### config.mk
export PLATFORM = sky130hd
export DESIGN_NAME = intercom_call_control
export DESIGN_NICKNAME = d
export VERILOG_FILES = /design/src/hw/intercom_call_control_pkg.sv /design/src/hw/intercom_call_control.sv
export SDC_FILE = /design/constraint.sdc
export NUM_CORES = 1
export LEC_CHECK = 0
export BUFFER_PORTS_ARGS = -buffer_cell sky130_fd_sc_hd__buf_2
export CORE_AREA = 5 5 159 161
export CTS_CLUSTER_DIAMETER = 50
export CTS_CLUSTER_SIZE = 24
export DETAILED_ROUTE_END_ITERATION = 8
export DIE_AREA = 0 0 164 166
export GPL_ROUTABILITY_DRIVEN = 1
export GPL_TIMING_DRIVEN = 0
export PLACE_DENSITY = 0.7
export RECOVER_POWER = 25
export SLEW_MARGIN = 25
export SYNTH_ARGS = -nofsm -noshare
export SYNTH_HDL_FRONTEND = slang
export SYNTH_SLANG_ARGS = --single-unit
### constraint.sdc
create_clock -name clk -period 3.4 [get_ports clk]
set_input_delay 0.17 -clock clk [delete_from_list [all_inputs] [get_ports clk]]
set_output_delay 0.17 -clock clk [all_outputs]
set_load 0.05 [all_outputs]
### src/hw/intercom_call_control_pkg.sv
package intercom_call_control_pkg;

    localparam int unsigned CLK_MHZ      = 250;
    localparam int unsigned MIN_PRESS_MS = 300;
    localparam int unsigned VOL_SHORT_MS = 2000;
    localparam int unsigned LONG_PRESS_MS = 3000;
    localparam int unsigned BLINK_MS     = 250;
    localparam int unsigned MS_CYCLES    = CLK_MHZ * 1000;

    localparam logic [31:0] MIN_PRESS_CYC  = 32'(MIN_PRESS_MS * MS_CYCLES);
    localparam logic [31:0] VOL_SHORT_CYC  = 32'(VOL_SHORT_MS * MS_CYCLES);
    localparam logic [31:0] LONG_PRESS_CYC = 32'(LONG_PRESS_MS * MS_CYCLES);
    localparam logic [31:0] BLINK_CYC      = 32'(BLINK_MS * MS_CYCLES);

    localparam int unsigned LEVEL_W = 4;
    localparam logic [3:0]  LEVEL_MAX = 4'hf;
    localparam logic [3:0]  SEL_IC    = 4'ha;
    localparam logic [3:0]  SEL_DUAL  = 4'h9;

    localparam logic [11:0] ADDR_CTRL   = 12'h000;
    localparam logic [11:0] ADDR_CONFIG = 12'h004;
    localparam logic [11:0] ADDR_STATUS = 12'h008;
    localparam logic [11:0] ADDR_LEVELS = 12'h00c;

    localparam int unsigned CFG_CALL_TONE_EN  = 0;
    localparam int unsigned CFG_CABIN_ISO_EN  = 1;
    localparam int unsigned CFG_VOX_KNOB_EN   = 2;
    localparam int unsigned CFG_ECALL_EN      = 3;
    localparam int unsigned CFG_SCALL_FMON_EN = 4;
    localparam int unsigned CFG_SCALL_CH_LSB  = 8;
    localparam logic [31:0] CONFIG_RESET      = 32'h0000_000d;

    localparam int unsigned CTRL_COCKPIT_PRESS = 0;
    localparam int unsigned CTRL_CABIN_PRESS   = 1;

    typedef enum logic [1:0] {CONNECTED, ISOLATED, CALLING} link_e;

endpackage : intercom_call_control_pkg

### src/hw/intercom_call_control.sv
// Functional notes
// RL1 - Cockpit press toggles connected and isolated
// RL2 - Cockpit LED lit while isolated
// RL3 - Cabin press in isolation enters call
// RL4 - Cockpit press in call reconnects circuits
// RL5 - Second cabin press cancels call
// RL6 - Call tone while blinking unless disabled
// RL7 - Cabin press ignored while connected
// RL8 - Cabin isolation option only disconnects
// RL9 - Voice intercom active in positions 1-8, dual
// RL10 - Knob enables voice intercom, configurable
// RL11 - Intercom position: mic only with PTT
// RL12 - External hot-mike switch opens microphone
// RL13 - Keyed transmitter suspends local intercom
// RL14 - Threshold short press raises one step
// RL15 - Threshold long press restores panel value
// RL16 - Volume short press raises one step
// RL17 - Volume long press restores panel value
// RL18 - Panel change discards winchman adjustments
// RL19 - Emergency call tone, configurable
// RL20 - Selective call assigned to one channel
// RL21 - Assigned LED blinks at double rate
// RL22 - Forced monitoring during selective call
// RL23 - Too-short and mid volume presses ignored
//
// The AXI4-Lite register port and the register offsets were decided locally.
module intercom_call_control (
    input  wire logic        clk,
    input  wire logic        srst,
    input  wire logic        cockpitButton,
    input  wire logic        cabinButton,
    input  wire logic [3:0]  txSelector,
    input  wire logic        voxKnobReleased,
    input  wire logic        pttHeld,
    input  wire logic        hotMikeSwitch,
    input  wire logic        txKeyed,
    input  wire logic        winchVoxButton,
    input  wire logic        winchVolButton,
    input  wire logic [3:0]  panelVoxLevel,
    input  wire logic [3:0]  panelVolume,
    input  wire logic        emergencyCallIn,
    input  wire logic        selectiveCallIn,
    input  wire logic [7:0]  monitorSelect,
    input  wire logic [7:0]  channelLedIn,
    input  wire logic [11:0] s_axi_awaddr,
    input  wire logic        s_axi_awvalid,
    output logic             s_axi_awready,
    input  wire logic [31:0] s_axi_wdata,
    input  wire logic [3:0]  s_axi_wstrb,
    input  wire logic        s_axi_wvalid,
    output logic             s_axi_wready,
    output logic [1:0]       s_axi_bresp,
    output logic             s_axi_bvalid,
    input  wire logic        s_axi_bready,
    input  wire logic [11:0] s_axi_araddr,
    input  wire logic        s_axi_arvalid,
    output logic             s_axi_arready,
    output logic [31:0]      s_axi_rdata,
    output logic [1:0]       s_axi_rresp,
    output logic             s_axi_rvalid,
    input  wire logic        s_axi_rready,
    output logic             circuitsConnected,
    output logic             cockpitLed,
    output logic             cabinLed,
    output logic             callTone,
    output logic             emergencyTone,
    output logic             voxEnable,
    output logic             micToIntercom,
    output logic [3:0]       voxLevel,
    output logic [3:0]       headsetVolume,
    output logic [7:0]       channelLed,
    output logic [7:0]       monitorOut
);

    typedef struct packed {
        intercom_call_control_pkg::link_e link;
        logic        cockpitPrev;
        logic        cabinPrev;
        logic        voxPrev;
        logic        volPrev;
        logic [31:0] voxCnt;
        logic [31:0] volCnt;
        logic [31:0] blinkCnt;
        logic        slowBlink;
        logic        fastBlink;
        logic [3:0]  voxLvl;
        logic [3:0]  volLvl;
        logic [3:0]  panelVoxPrev;
        logic [3:0]  panelVolPrev;
        logic [31:0] cfgReg;
        logic        swCockpit;
        logic        swCabin;
        logic        awDone;
        logic        wDone;
        logic [11:0] awAddr;
        logic [31:0] wData;
        logic [3:0]  wStrb;
        logic        awRdy;
        logic        wRdy;
        logic        arRdy;
        logic        bValid;
        logic        rValid;
        logic [31:0] rData;
        logic [1:0]  bResp;
        logic [1:0]  rResp;
        logic        conn;
        logic        ckLed;
        logic        cbLed;
        logic        cTone;
        logic        eTone;
        logic        voxEn;
        logic        mic;
        logic [7:0]  chLed;
        logic [7:0]  mon;
    } state_s;

    state_s cur_ff;
    state_s nxt_cur;

    // Saturating one-step increase shared by both winchman controls
    function automatic logic [3:0] stepUp(input logic [3:0] v);
        stepUp = (v == intercom_call_control_pkg::LEVEL_MAX) ? v : v + 4'h1;
    endfunction : stepUp

    function automatic logic [31:0] satInc(input logic [31:0] c);
        satInc = (c == 32'hffff_ffff) ? c : c + 32'h1;
    endfunction : satInc

    logic       cockpitPress;
    logic       cabinPress;
    logic       panelChanged;
    logic [2:0] scallCh;
    logic       wrFire;
    logic [11:0] wrAddr;
    logic [31:0] wrData;
    logic       voxRel;
    logic       volRel;

    always_comb begin
        nxt_cur = cur_ff;
        cockpitPress = (cockpitButton && !cur_ff.cockpitPrev) || cur_ff.swCockpit;
        cabinPress = (cabinButton && !cur_ff.cabinPrev) || cur_ff.swCabin;
        scallCh = cur_ff.cfgReg[intercom_call_control_pkg::CFG_SCALL_CH_LSB +: 3]; // [RL20]
        nxt_cur.cockpitPrev = cockpitButton;
        nxt_cur.cabinPrev = cabinButton;
        nxt_cur.swCockpit = 1'b0;
        nxt_cur.swCabin = 1'b0;

        case (cur_ff.link)
            intercom_call_control_pkg::CONNECTED: begin
                if (cockpitPress) begin
                    nxt_cur.link = intercom_call_control_pkg::ISOLATED; // [RL1]
                end else if (cabinPress
                        && cur_ff.cfgReg[intercom_call_control_pkg::CFG_CABIN_ISO_EN]) begin
                    nxt_cur.link = intercom_call_control_pkg::ISOLATED; // [RL7] [RL8]
                end
            end
            intercom_call_control_pkg::ISOLATED: begin
                if (cockpitPress) begin
                    nxt_cur.link = intercom_call_control_pkg::CONNECTED; // [RL1]
                end else if (cabinPress) begin
                    nxt_cur.link = intercom_call_control_pkg::CALLING; // [RL3] [RL8]
                end
            end
            intercom_call_control_pkg::CALLING: begin
                if (cockpitPress) begin
                    nxt_cur.link = intercom_call_control_pkg::CONNECTED; // [RL4]
                end else if (cabinPress) begin
                    nxt_cur.link = intercom_call_control_pkg::ISOLATED; // [RL5]
                end
            end
            default: begin
                nxt_cur.link = intercom_call_control_pkg::CONNECTED;
            end
        endcase

        // Shared blink timebase; fast phase toggles twice per slow phase
        if (cur_ff.blinkCnt >= (intercom_call_control_pkg::BLINK_CYC >> 1) - 32'h1) begin
            nxt_cur.blinkCnt = 32'h0;
            nxt_cur.fastBlink = !cur_ff.fastBlink; // [RL21]
            if (cur_ff.fastBlink) begin
                nxt_cur.slowBlink = !cur_ff.slowBlink;
            end
        end else begin
            nxt_cur.blinkCnt = cur_ff.blinkCnt + 32'h1;
        end

        nxt_cur.conn = (nxt_cur.link == intercom_call_control_pkg::CONNECTED);
        nxt_cur.ckLed = !nxt_cur.conn; // [RL2]
        case (nxt_cur.link)
            intercom_call_control_pkg::CALLING: nxt_cur.cbLed = nxt_cur.slowBlink; // [RL3]
            intercom_call_control_pkg::ISOLATED: nxt_cur.cbLed = 1'b1; // [RL5]
            default: nxt_cur.cbLed = 1'b0; // [RL4]
        endcase
        nxt_cur.cTone = (nxt_cur.link == intercom_call_control_pkg::CALLING)
            && cur_ff.cfgReg[intercom_call_control_pkg::CFG_CALL_TONE_EN]; // [RL6]
        nxt_cur.eTone = emergencyCallIn
            && cur_ff.cfgReg[intercom_call_control_pkg::CFG_ECALL_EN]; // [RL19]

        // Voice intercom in channel and dual positions, knob may be bypassed
        nxt_cur.voxEn = (txSelector >= 4'h1) && (txSelector <= intercom_call_control_pkg::SEL_DUAL)
            && (voxKnobReleased || !cur_ff.cfgReg[intercom_call_control_pkg::CFG_VOX_KNOB_EN])
            && !txKeyed; // [RL9] [RL10] [RL13]
        nxt_cur.mic = !txKeyed && (hotMikeSwitch
            || (txSelector == intercom_call_control_pkg::SEL_IC && pttHeld)); // [RL11] [RL12] [RL13]

        // Winchman press timing measured at release
        voxRel = !winchVoxButton && cur_ff.voxPrev;
        volRel = !winchVolButton && cur_ff.volPrev;
        nxt_cur.voxPrev = winchVoxButton;
        nxt_cur.volPrev = winchVolButton;
        nxt_cur.voxCnt = winchVoxButton ? satInc(cur_ff.voxCnt) : 32'h0;
        nxt_cur.volCnt = winchVolButton ? satInc(cur_ff.volCnt) : 32'h0;
        if (voxRel) begin
            if (cur_ff.voxCnt >= intercom_call_control_pkg::LONG_PRESS_CYC) begin
                nxt_cur.voxLvl = panelVoxLevel; // [RL15]
            end else if (cur_ff.voxCnt >= intercom_call_control_pkg::MIN_PRESS_CYC) begin
                nxt_cur.voxLvl = stepUp(cur_ff.voxLvl); // [RL14] [RL23]
            end
        end
        if (volRel) begin
            if (cur_ff.volCnt >= intercom_call_control_pkg::LONG_PRESS_CYC) begin
                nxt_cur.volLvl = panelVolume; // [RL17]
            end else if (cur_ff.volCnt >= intercom_call_control_pkg::MIN_PRESS_CYC
                    && cur_ff.volCnt <= intercom_call_control_pkg::VOL_SHORT_CYC) begin
                nxt_cur.volLvl = stepUp(cur_ff.volLvl); // [RL16] [RL23]
            end
        end
        panelChanged = (panelVoxLevel != cur_ff.panelVoxPrev)
            || (panelVolume != cur_ff.panelVolPrev);
        nxt_cur.panelVoxPrev = panelVoxLevel;
        nxt_cur.panelVolPrev = panelVolume;
        if (panelChanged) begin
            nxt_cur.voxLvl = panelVoxLevel; // [RL18]
            nxt_cur.volLvl = panelVolume; // [RL18]
        end

        nxt_cur.chLed = channelLedIn;
        nxt_cur.mon = monitorSelect;
        if (selectiveCallIn) begin
            nxt_cur.chLed[scallCh] = cur_ff.fastBlink; // [RL21]
            if (cur_ff.cfgReg[intercom_call_control_pkg::CFG_SCALL_FMON_EN]) begin
                nxt_cur.mon[scallCh] = 1'b1; // [RL22]
            end
        end

        // AXI4-Lite slave: address and data taken in either order
        if (s_axi_awvalid && !cur_ff.awDone && !cur_ff.bValid) begin
            nxt_cur.awDone = 1'b1;
            nxt_cur.awAddr = s_axi_awaddr;
        end
        if (s_axi_wvalid && !cur_ff.wDone && !cur_ff.bValid) begin
            nxt_cur.wDone = 1'b1;
            nxt_cur.wData = s_axi_wdata;
            // Strobes kept: master may drop them once data is taken
            nxt_cur.wStrb = s_axi_wstrb;
        end
        wrFire = nxt_cur.awDone && nxt_cur.wDone && !cur_ff.bValid;
        wrAddr = nxt_cur.awAddr;
        wrData = nxt_cur.wData;
        if (wrFire) begin
            nxt_cur.awDone = 1'b0;
            nxt_cur.wDone = 1'b0;
            nxt_cur.bValid = 1'b1;
            nxt_cur.bResp = 2'h0;
            if (wrAddr == intercom_call_control_pkg::ADDR_CTRL) begin
                nxt_cur.swCockpit = wrData[intercom_call_control_pkg::CTRL_COCKPIT_PRESS];
                nxt_cur.swCabin = wrData[intercom_call_control_pkg::CTRL_CABIN_PRESS];
            end else if (wrAddr == intercom_call_control_pkg::ADDR_CONFIG) begin
                for (int i = 0; i < 4; i++) begin
                    if (nxt_cur.wStrb[i]) begin
                        nxt_cur.cfgReg[8*i +: 8] = wrData[8*i +: 8];
                    end
                end
            end else if (wrAddr != intercom_call_control_pkg::ADDR_STATUS
                    && wrAddr != intercom_call_control_pkg::ADDR_LEVELS) begin
                nxt_cur.bResp = 2'h2;
            end
        end else if (cur_ff.bValid && s_axi_bready) begin
            nxt_cur.bValid = 1'b0;
        end
        if (s_axi_arvalid && !cur_ff.rValid) begin
            nxt_cur.rValid = 1'b1;
            nxt_cur.rResp = 2'h0;
            case (s_axi_araddr)
                intercom_call_control_pkg::ADDR_CTRL: nxt_cur.rData = 32'h0;
                intercom_call_control_pkg::ADDR_CONFIG: nxt_cur.rData = cur_ff.cfgReg;
                intercom_call_control_pkg::ADDR_STATUS: nxt_cur.rData = {26'h0,
                    cur_ff.eTone, cur_ff.cTone, cur_ff.mic, cur_ff.voxEn, cur_ff.link};
                intercom_call_control_pkg::ADDR_LEVELS: nxt_cur.rData = {24'h0,
                    cur_ff.volLvl, cur_ff.voxLvl};
                default: begin
                    nxt_cur.rData = 32'h0;
                    nxt_cur.rResp = 2'h2;
                end
            endcase
        end else if (cur_ff.rValid && s_axi_rready) begin
            nxt_cur.rValid = 1'b0;
        end

        if (srst) begin
            nxt_cur = '0;
            nxt_cur.link = intercom_call_control_pkg::CONNECTED;
            nxt_cur.cfgReg = intercom_call_control_pkg::CONFIG_RESET;
            nxt_cur.conn = 1'b1;
        end
        // Readies follow next state so they leave a flip-flop with no added latency
        nxt_cur.awRdy = !nxt_cur.awDone && !nxt_cur.bValid;
        nxt_cur.wRdy = !nxt_cur.wDone && !nxt_cur.bValid;
        nxt_cur.arRdy = !nxt_cur.rValid;
    end

    always_ff @(posedge clk) begin
        cur_ff <= nxt_cur;
    end

    assign s_axi_awready = cur_ff.awRdy;
    assign s_axi_wready  = cur_ff.wRdy;
    assign s_axi_bvalid  = cur_ff.bValid;
    assign s_axi_bresp   = cur_ff.bResp;
    assign s_axi_arready = cur_ff.arRdy;
    assign s_axi_rvalid  = cur_ff.rValid;
    assign s_axi_rdata   = cur_ff.rData;
    assign s_axi_rresp   = cur_ff.rResp;
    assign circuitsConnected = cur_ff.conn;
    assign cockpitLed    = cur_ff.ckLed;
    assign cabinLed      = cur_ff.cbLed;
    assign callTone      = cur_ff.cTone;
    assign emergencyTone = cur_ff.eTone;
    assign voxEnable     = cur_ff.voxEn;
    assign micToIntercom = cur_ff.mic;
    assign voxLevel      = cur_ff.voxLvl;
    assign headsetVolume = cur_ff.volLvl;
    assign channelLed    = cur_ff.chLed;
    assign monitorOut    = cur_ff.mon;

    a_cockpit_led: assert property (@(posedge clk) disable iff (srst) // [RL2]
        cockpitLed == !circuitsConnected) else $error("Cockpit LED mismatch");

    a_cockpit_toggle: assert property (@(posedge clk) disable iff (srst) // [RL1]
        (cockpitButton && !cur_ff.cockpitPrev
         && cur_ff.link == intercom_call_control_pkg::ISOLATED)
        |=> ##1 circuitsConnected) else $error("Cockpit press did not reconnect");

    a_cabin_ignored: assert property (@(posedge clk) disable iff (srst) // [RL7]
        (cur_ff.link == intercom_call_control_pkg::CONNECTED && !cockpitPress && !cur_ff.swCockpit
         && !cur_ff.cfgReg[intercom_call_control_pkg::CFG_CABIN_ISO_EN])
        |=> cur_ff.link == intercom_call_control_pkg::CONNECTED)
        else $error("Cabin press changed connected state");

    a_cabin_call: assert property (@(posedge clk) disable iff (srst) // [RL3]
        (cur_ff.link == intercom_call_control_pkg::ISOLATED && cabinPress && !cockpitPress)
        |=> cur_ff.link == intercom_call_control_pkg::CALLING)
        else $error("Cabin press did not enter call");

    a_call_cancel: assert property (@(posedge clk) disable iff (srst) // [RL5]
        (cur_ff.link == intercom_call_control_pkg::CALLING && cabinPress && !cockpitPress)
        |=> ##1 cabinLed) else $error("Call cancel left LED dark");

    a_call_reconnect: assert property (@(posedge clk) disable iff (srst) // [RL4]
        (cur_ff.link == intercom_call_control_pkg::CALLING && cockpitPress)
        |=> ##1 !cabinLed && circuitsConnected) else $error("Call not answered");

    // Tone was registered from the setting one cycle earlier
    a_call_tone: assert property (@(posedge clk) disable iff (srst) // [RL6]
        callTone |-> cur_ff.link == intercom_call_control_pkg::CALLING
        && $past(cur_ff.cfgReg[intercom_call_control_pkg::CFG_CALL_TONE_EN]))
        else $error("Call tone outside call");

    a_tx_priority: assert property (@(posedge clk) disable iff (srst) // [RL13]
        txKeyed |=> !voxEnable && !micToIntercom) else $error("Intercom during transmit");

    a_ecall_tone: assert property (@(posedge clk) disable iff (srst) // [RL19]
        emergencyCallIn && cur_ff.cfgReg[intercom_call_control_pkg::CFG_ECALL_EN]
        |=> emergencyTone) else $error("Emergency tone missing");

    a_panel_reset: assert property (@(posedge clk) disable iff (srst) // [RL18]
        (panelVolume != cur_ff.panelVolPrev) |=> headsetVolume == $past(panelVolume))
        else $error("Panel change kept winchman volume");

    a_scall_monitor: assert property (@(posedge clk) disable iff (srst) // [RL22]
        selectiveCallIn && cur_ff.cfgReg[intercom_call_control_pkg::CFG_SCALL_FMON_EN]
        |=> monitorOut[$past(scallCh)]) else $error("Forced monitor missing");

endmodule : intercom_call_control

==> impl_metrics.py <==
metrics = {
    "critical_path": {
        "critPathLaunchType": "flip-flop",
        "path_buf_inv": 1,
        "cpLargestDelayFamily": "simple AND/OR/NAND/NOR gates",
        "cp-end-kind": "flip-flop",
        "cp_max_fo": 10,
        "cp_slowest_stage_delay_ns": 0.39,
        "r2r_cells": 8,
        "required_ns": 3.83,
        "critical-path-slowest-cell": "dfxtp_1",
        "crit_arrival_ns": 2.98,
        "path_class": "flip-flop to flip-flop",
        "path_depth": 8,
        "path_cells": "nor3b_4, nand4_1, o21ai_1, nand4_2, nor2_2, buf_2, nor2_1, a211oi_1",
    },
    "cts": {
        "clockBufferDepth": 3,
        "insertion_delay_ns": 0.54,
        "clkTransAtPathRegs_ns": 0.07,
        "root_buffer": "clkbuf_16",
        "numCtsBuffers": 28,
        "cts_tree": "built",
        "cts_max_level": 1,
        "post-cts-setup-buffers": 0,
        "cts_num_sinks": 266,
    },
    "flow_run": {
        "cap_violations": 0,
    },
    "synth": {
        "seq_area_frac_synth_pct": 45.59,
        "yosysTopAreaCell": "dfxtp_1",
        "ys_ff_latch": 266,
        "yosysUniqueCellTypes": 75,
        "yosysMostFrequentCell": "nor2_1",
        "synth_common_cells": "267 x nor2_1, 266 x dfxtp_1, 86 x nand2_1",
        "avgSynthCellArea_um2": 8.762,
        "syn_inst": 1333,
        "synth_area_leaders": "dfxtp_1 46%, nor2_1 8.6%, mux2i_1 4.0%, buf_4 3.9%, xnor2_1 3.4%",
        "synth_top_area_share_pct": 45.59,
        "synth_edf_count": 0,
        "yosys_warnings": 0,
        "synth_flop_cell": "dfxtp_1",
        "synthesis.area_um2": 11680,
        "synth-async-reset-ratio_pct": 0,
    },
    "pwr": {
        "powerDensity_nw_per_um2": 484.0,
        "peakVddDrop_uv": 316.8,
        "p_leak_nw": 5.646,
    },
    "detailed_routing": {
        "wl_per_cell_um": 15.56,
        "firstDrtPassIters": 5,
        "via_per_inst": 5.187,
        "first_iter_violations": 671,
        "wirelength_um": 30680,
        "ant_nets": 0,
        "via_count": 10230,
        "drcViolationCount": 0,
    },
    "die": {
        "dieArea_um2": 27220,
        "die_y_um": 166,
        "die_w_um": 164,
        "start_util_pct": 49.03,
        "row_count": 57,
        "io_pins": 177,
        "core-area_um2": 23820,
    },
    "timing": {
        "setup_viol": 0,
        "finalMaxSlewViolations": 0,
        "max_freq_ghz": 0.3920,
        "whs_ns": 0.03976,
        "setup_ws_ns": 0.8490,
        "fin_crit_ns": 2.551,
        "clock_skew_ns": 0.01382,
        "period_share_pct": 75.03,
        "timing.final.hold_violations": 0,
        "rsz0062_at_grt": "false",
        "worst-slew-pin-transition_ns": 0.7510,
        "tns_ns": 0,
        "relSlewSlack_pct": 49.47,
    },
    "grt": {
        "grt_pass1_vias": 10210,
        "grt_pass1_wl_um": 50110,
        "antenna_found_initial": 1,
        "overflow": 0,
        "grt_max_degree": 20,
        "grtUsageTotal_pct": 22.11,
    },
    "final_layout": {
        "layout.nets": 1741,
        "fin_area_um2": 14690,
        "area_growth_pct": 25.76,
        "drive_gt1_share_pct": 15.67,
    },
    "placement": {
        "place_ws_ns": 0.9706,
        "placed_area_um2": 12970,
        "place_hpwl_um": 21750,
        "io_buffers": 171,
        "gp_congestion": 0.8372,
    },
    "min_path": {
        "hp-class": "primary input to flip-flop",
        "hold_path_depth": 3,
    },
    "status": {
        "status": "finished clean",
    },
}
[routing by layer]
layer / vias to the layer above / part of all wire, % / global-route usage [%]
li1: 5121 / - / -
met1: 4774 / 45 / 29.02
met2: 264 / 46 / 36.62
met3: 70 / 5.7 / 3.450
met4: 0 / 3.4 / 8.388
met5: - / 0 / 0
[worst min-delay path: cells and delay by family]
family	cells	cell delay [ns]
buffers and inverters	2	0.22
AND/OR/NAND/NOR	1	0.15
[logic make-up after synthesis]
logic type | count (synthesis) | synth area share [%]
AOI/OAI and AO/OA | 177 | 10.76
DFF | 266 | 45.59
buffers and inverters | 159 | 7.477
adders and majority gates | 10 | 1.071
muxes | 55 | 4.799
xor gates and xnor gates | 88 | 6.599
and+or+nand+nor | 577 | 23.67
other | 1 | 0.03211
[flip-flops by register name, indices dropped and copies added, names as in the netlist]
signal / cells
s_axi_wready: 1
micToIntercom: 1
callTone: 1
s_axi_rvalid: 1
s_axi_arready: 1
s_axi_rresp: 1
emergencyTone: 1
cur_ff: 196
cockpitLed: 1
s_axi_bvalid: 1
channelLed: 8
s_axi_awready: 1
monitorOut: 8
headsetVolume: 4
voxEnable: 1
s_axi_bresp: 1
voxLevel: 4
s_axi_rdata: 32
cabinLed: 1
circuitsConnected: 1
[area by class of cell]
cell class | instances | area [µm²]
Clock inverter | 21 | 247.7
Clock buffer | 29 | 725.7
Timing Repair Buffer | 255 | 1615
Antenna cell | 2 | 5.005
Inverter | 37 | 138.9
Tap cell | 324 | 405.4
Fill cell | 2142 | 9131
Buffer | 122 | 714.4
Sequential cell | 266 | 5325
Multi-Input combinational cell | 916 | 5512
[placed cells by master (no fill, tap or decap), types with 5 or more instances in the layout]
cell and n:
clkbuf_1 110, dlygate4sd3_1 84, ha_1 10, conb_1 9, a22oi_1 30, or4_1 5, a31oi_1 10, nand4_1 42
nor2b_1 13, and3_1 20, nand2b_1 14, nand3_1 42, a21oi_1 45, xor2_1 43, xnor2_1 45, a211oi_1 39
dfxtp_1 266, o211ai_1 5, nor4_1 26, inv_6 10, mux2_2 8, o21ai_0 10, and2_1 6, buf_2 116
nor2_1 267, clkbuf_16 29, inv_1 37, mux2i_1 47, buf_4 61, nor3_1 24, nand2_1 86
[through the flow]
| step | util [%] | std cells | total power, mW |
|---|---|---|---|
| 2_1_floorplan | - | 1341 | 3.721 |
| 3_3_place_gp | 54.45 | 1836 | 3.907 |
| 3_5_place_dp | 54.45 | 1836 | 3.918 |
| 4_1_cts | 62.07 | 1970 | 7.181 |
| 5_1_grt | 61.66 | 1971 | 7.374 |
| 6_report | 61.67 | 1972 | 7.109 |
[timing repair]
| item | 4_1_cts | 5_1_grt |
|---|---|---|
| resized for setup | 0 | 0 |
| hold buffers | 84 | 0 |
| hold endpoints to repair | 84 | 0 |
[report_power, final]
group | total (mW) | internal (mW) | switching, mW
Combinational | 0.664 | 0.266 | 0.397
Clock | 3.19 | 1.78 | 1.41
Sequential | 3.26 | 3.21 | 0.0486
[worst paths after layout]
| check | slack [ns] | endpoint | start |
|---|---|---|---|
| worst max-delay path | 0.85 | cur_ff[129] | s_axi_bvalid |
| worst min-delay path | 0.04 | cur_ff[263] | winchVoxButton |
| worst max register to register | 0.85 | cur_ff[129] | s_axi_bvalid |
| worst min register to register | 0.46 | cur_ff[108] | cur_ff[108] |
No activity file was read; power rests on OpenSTA's default activity.
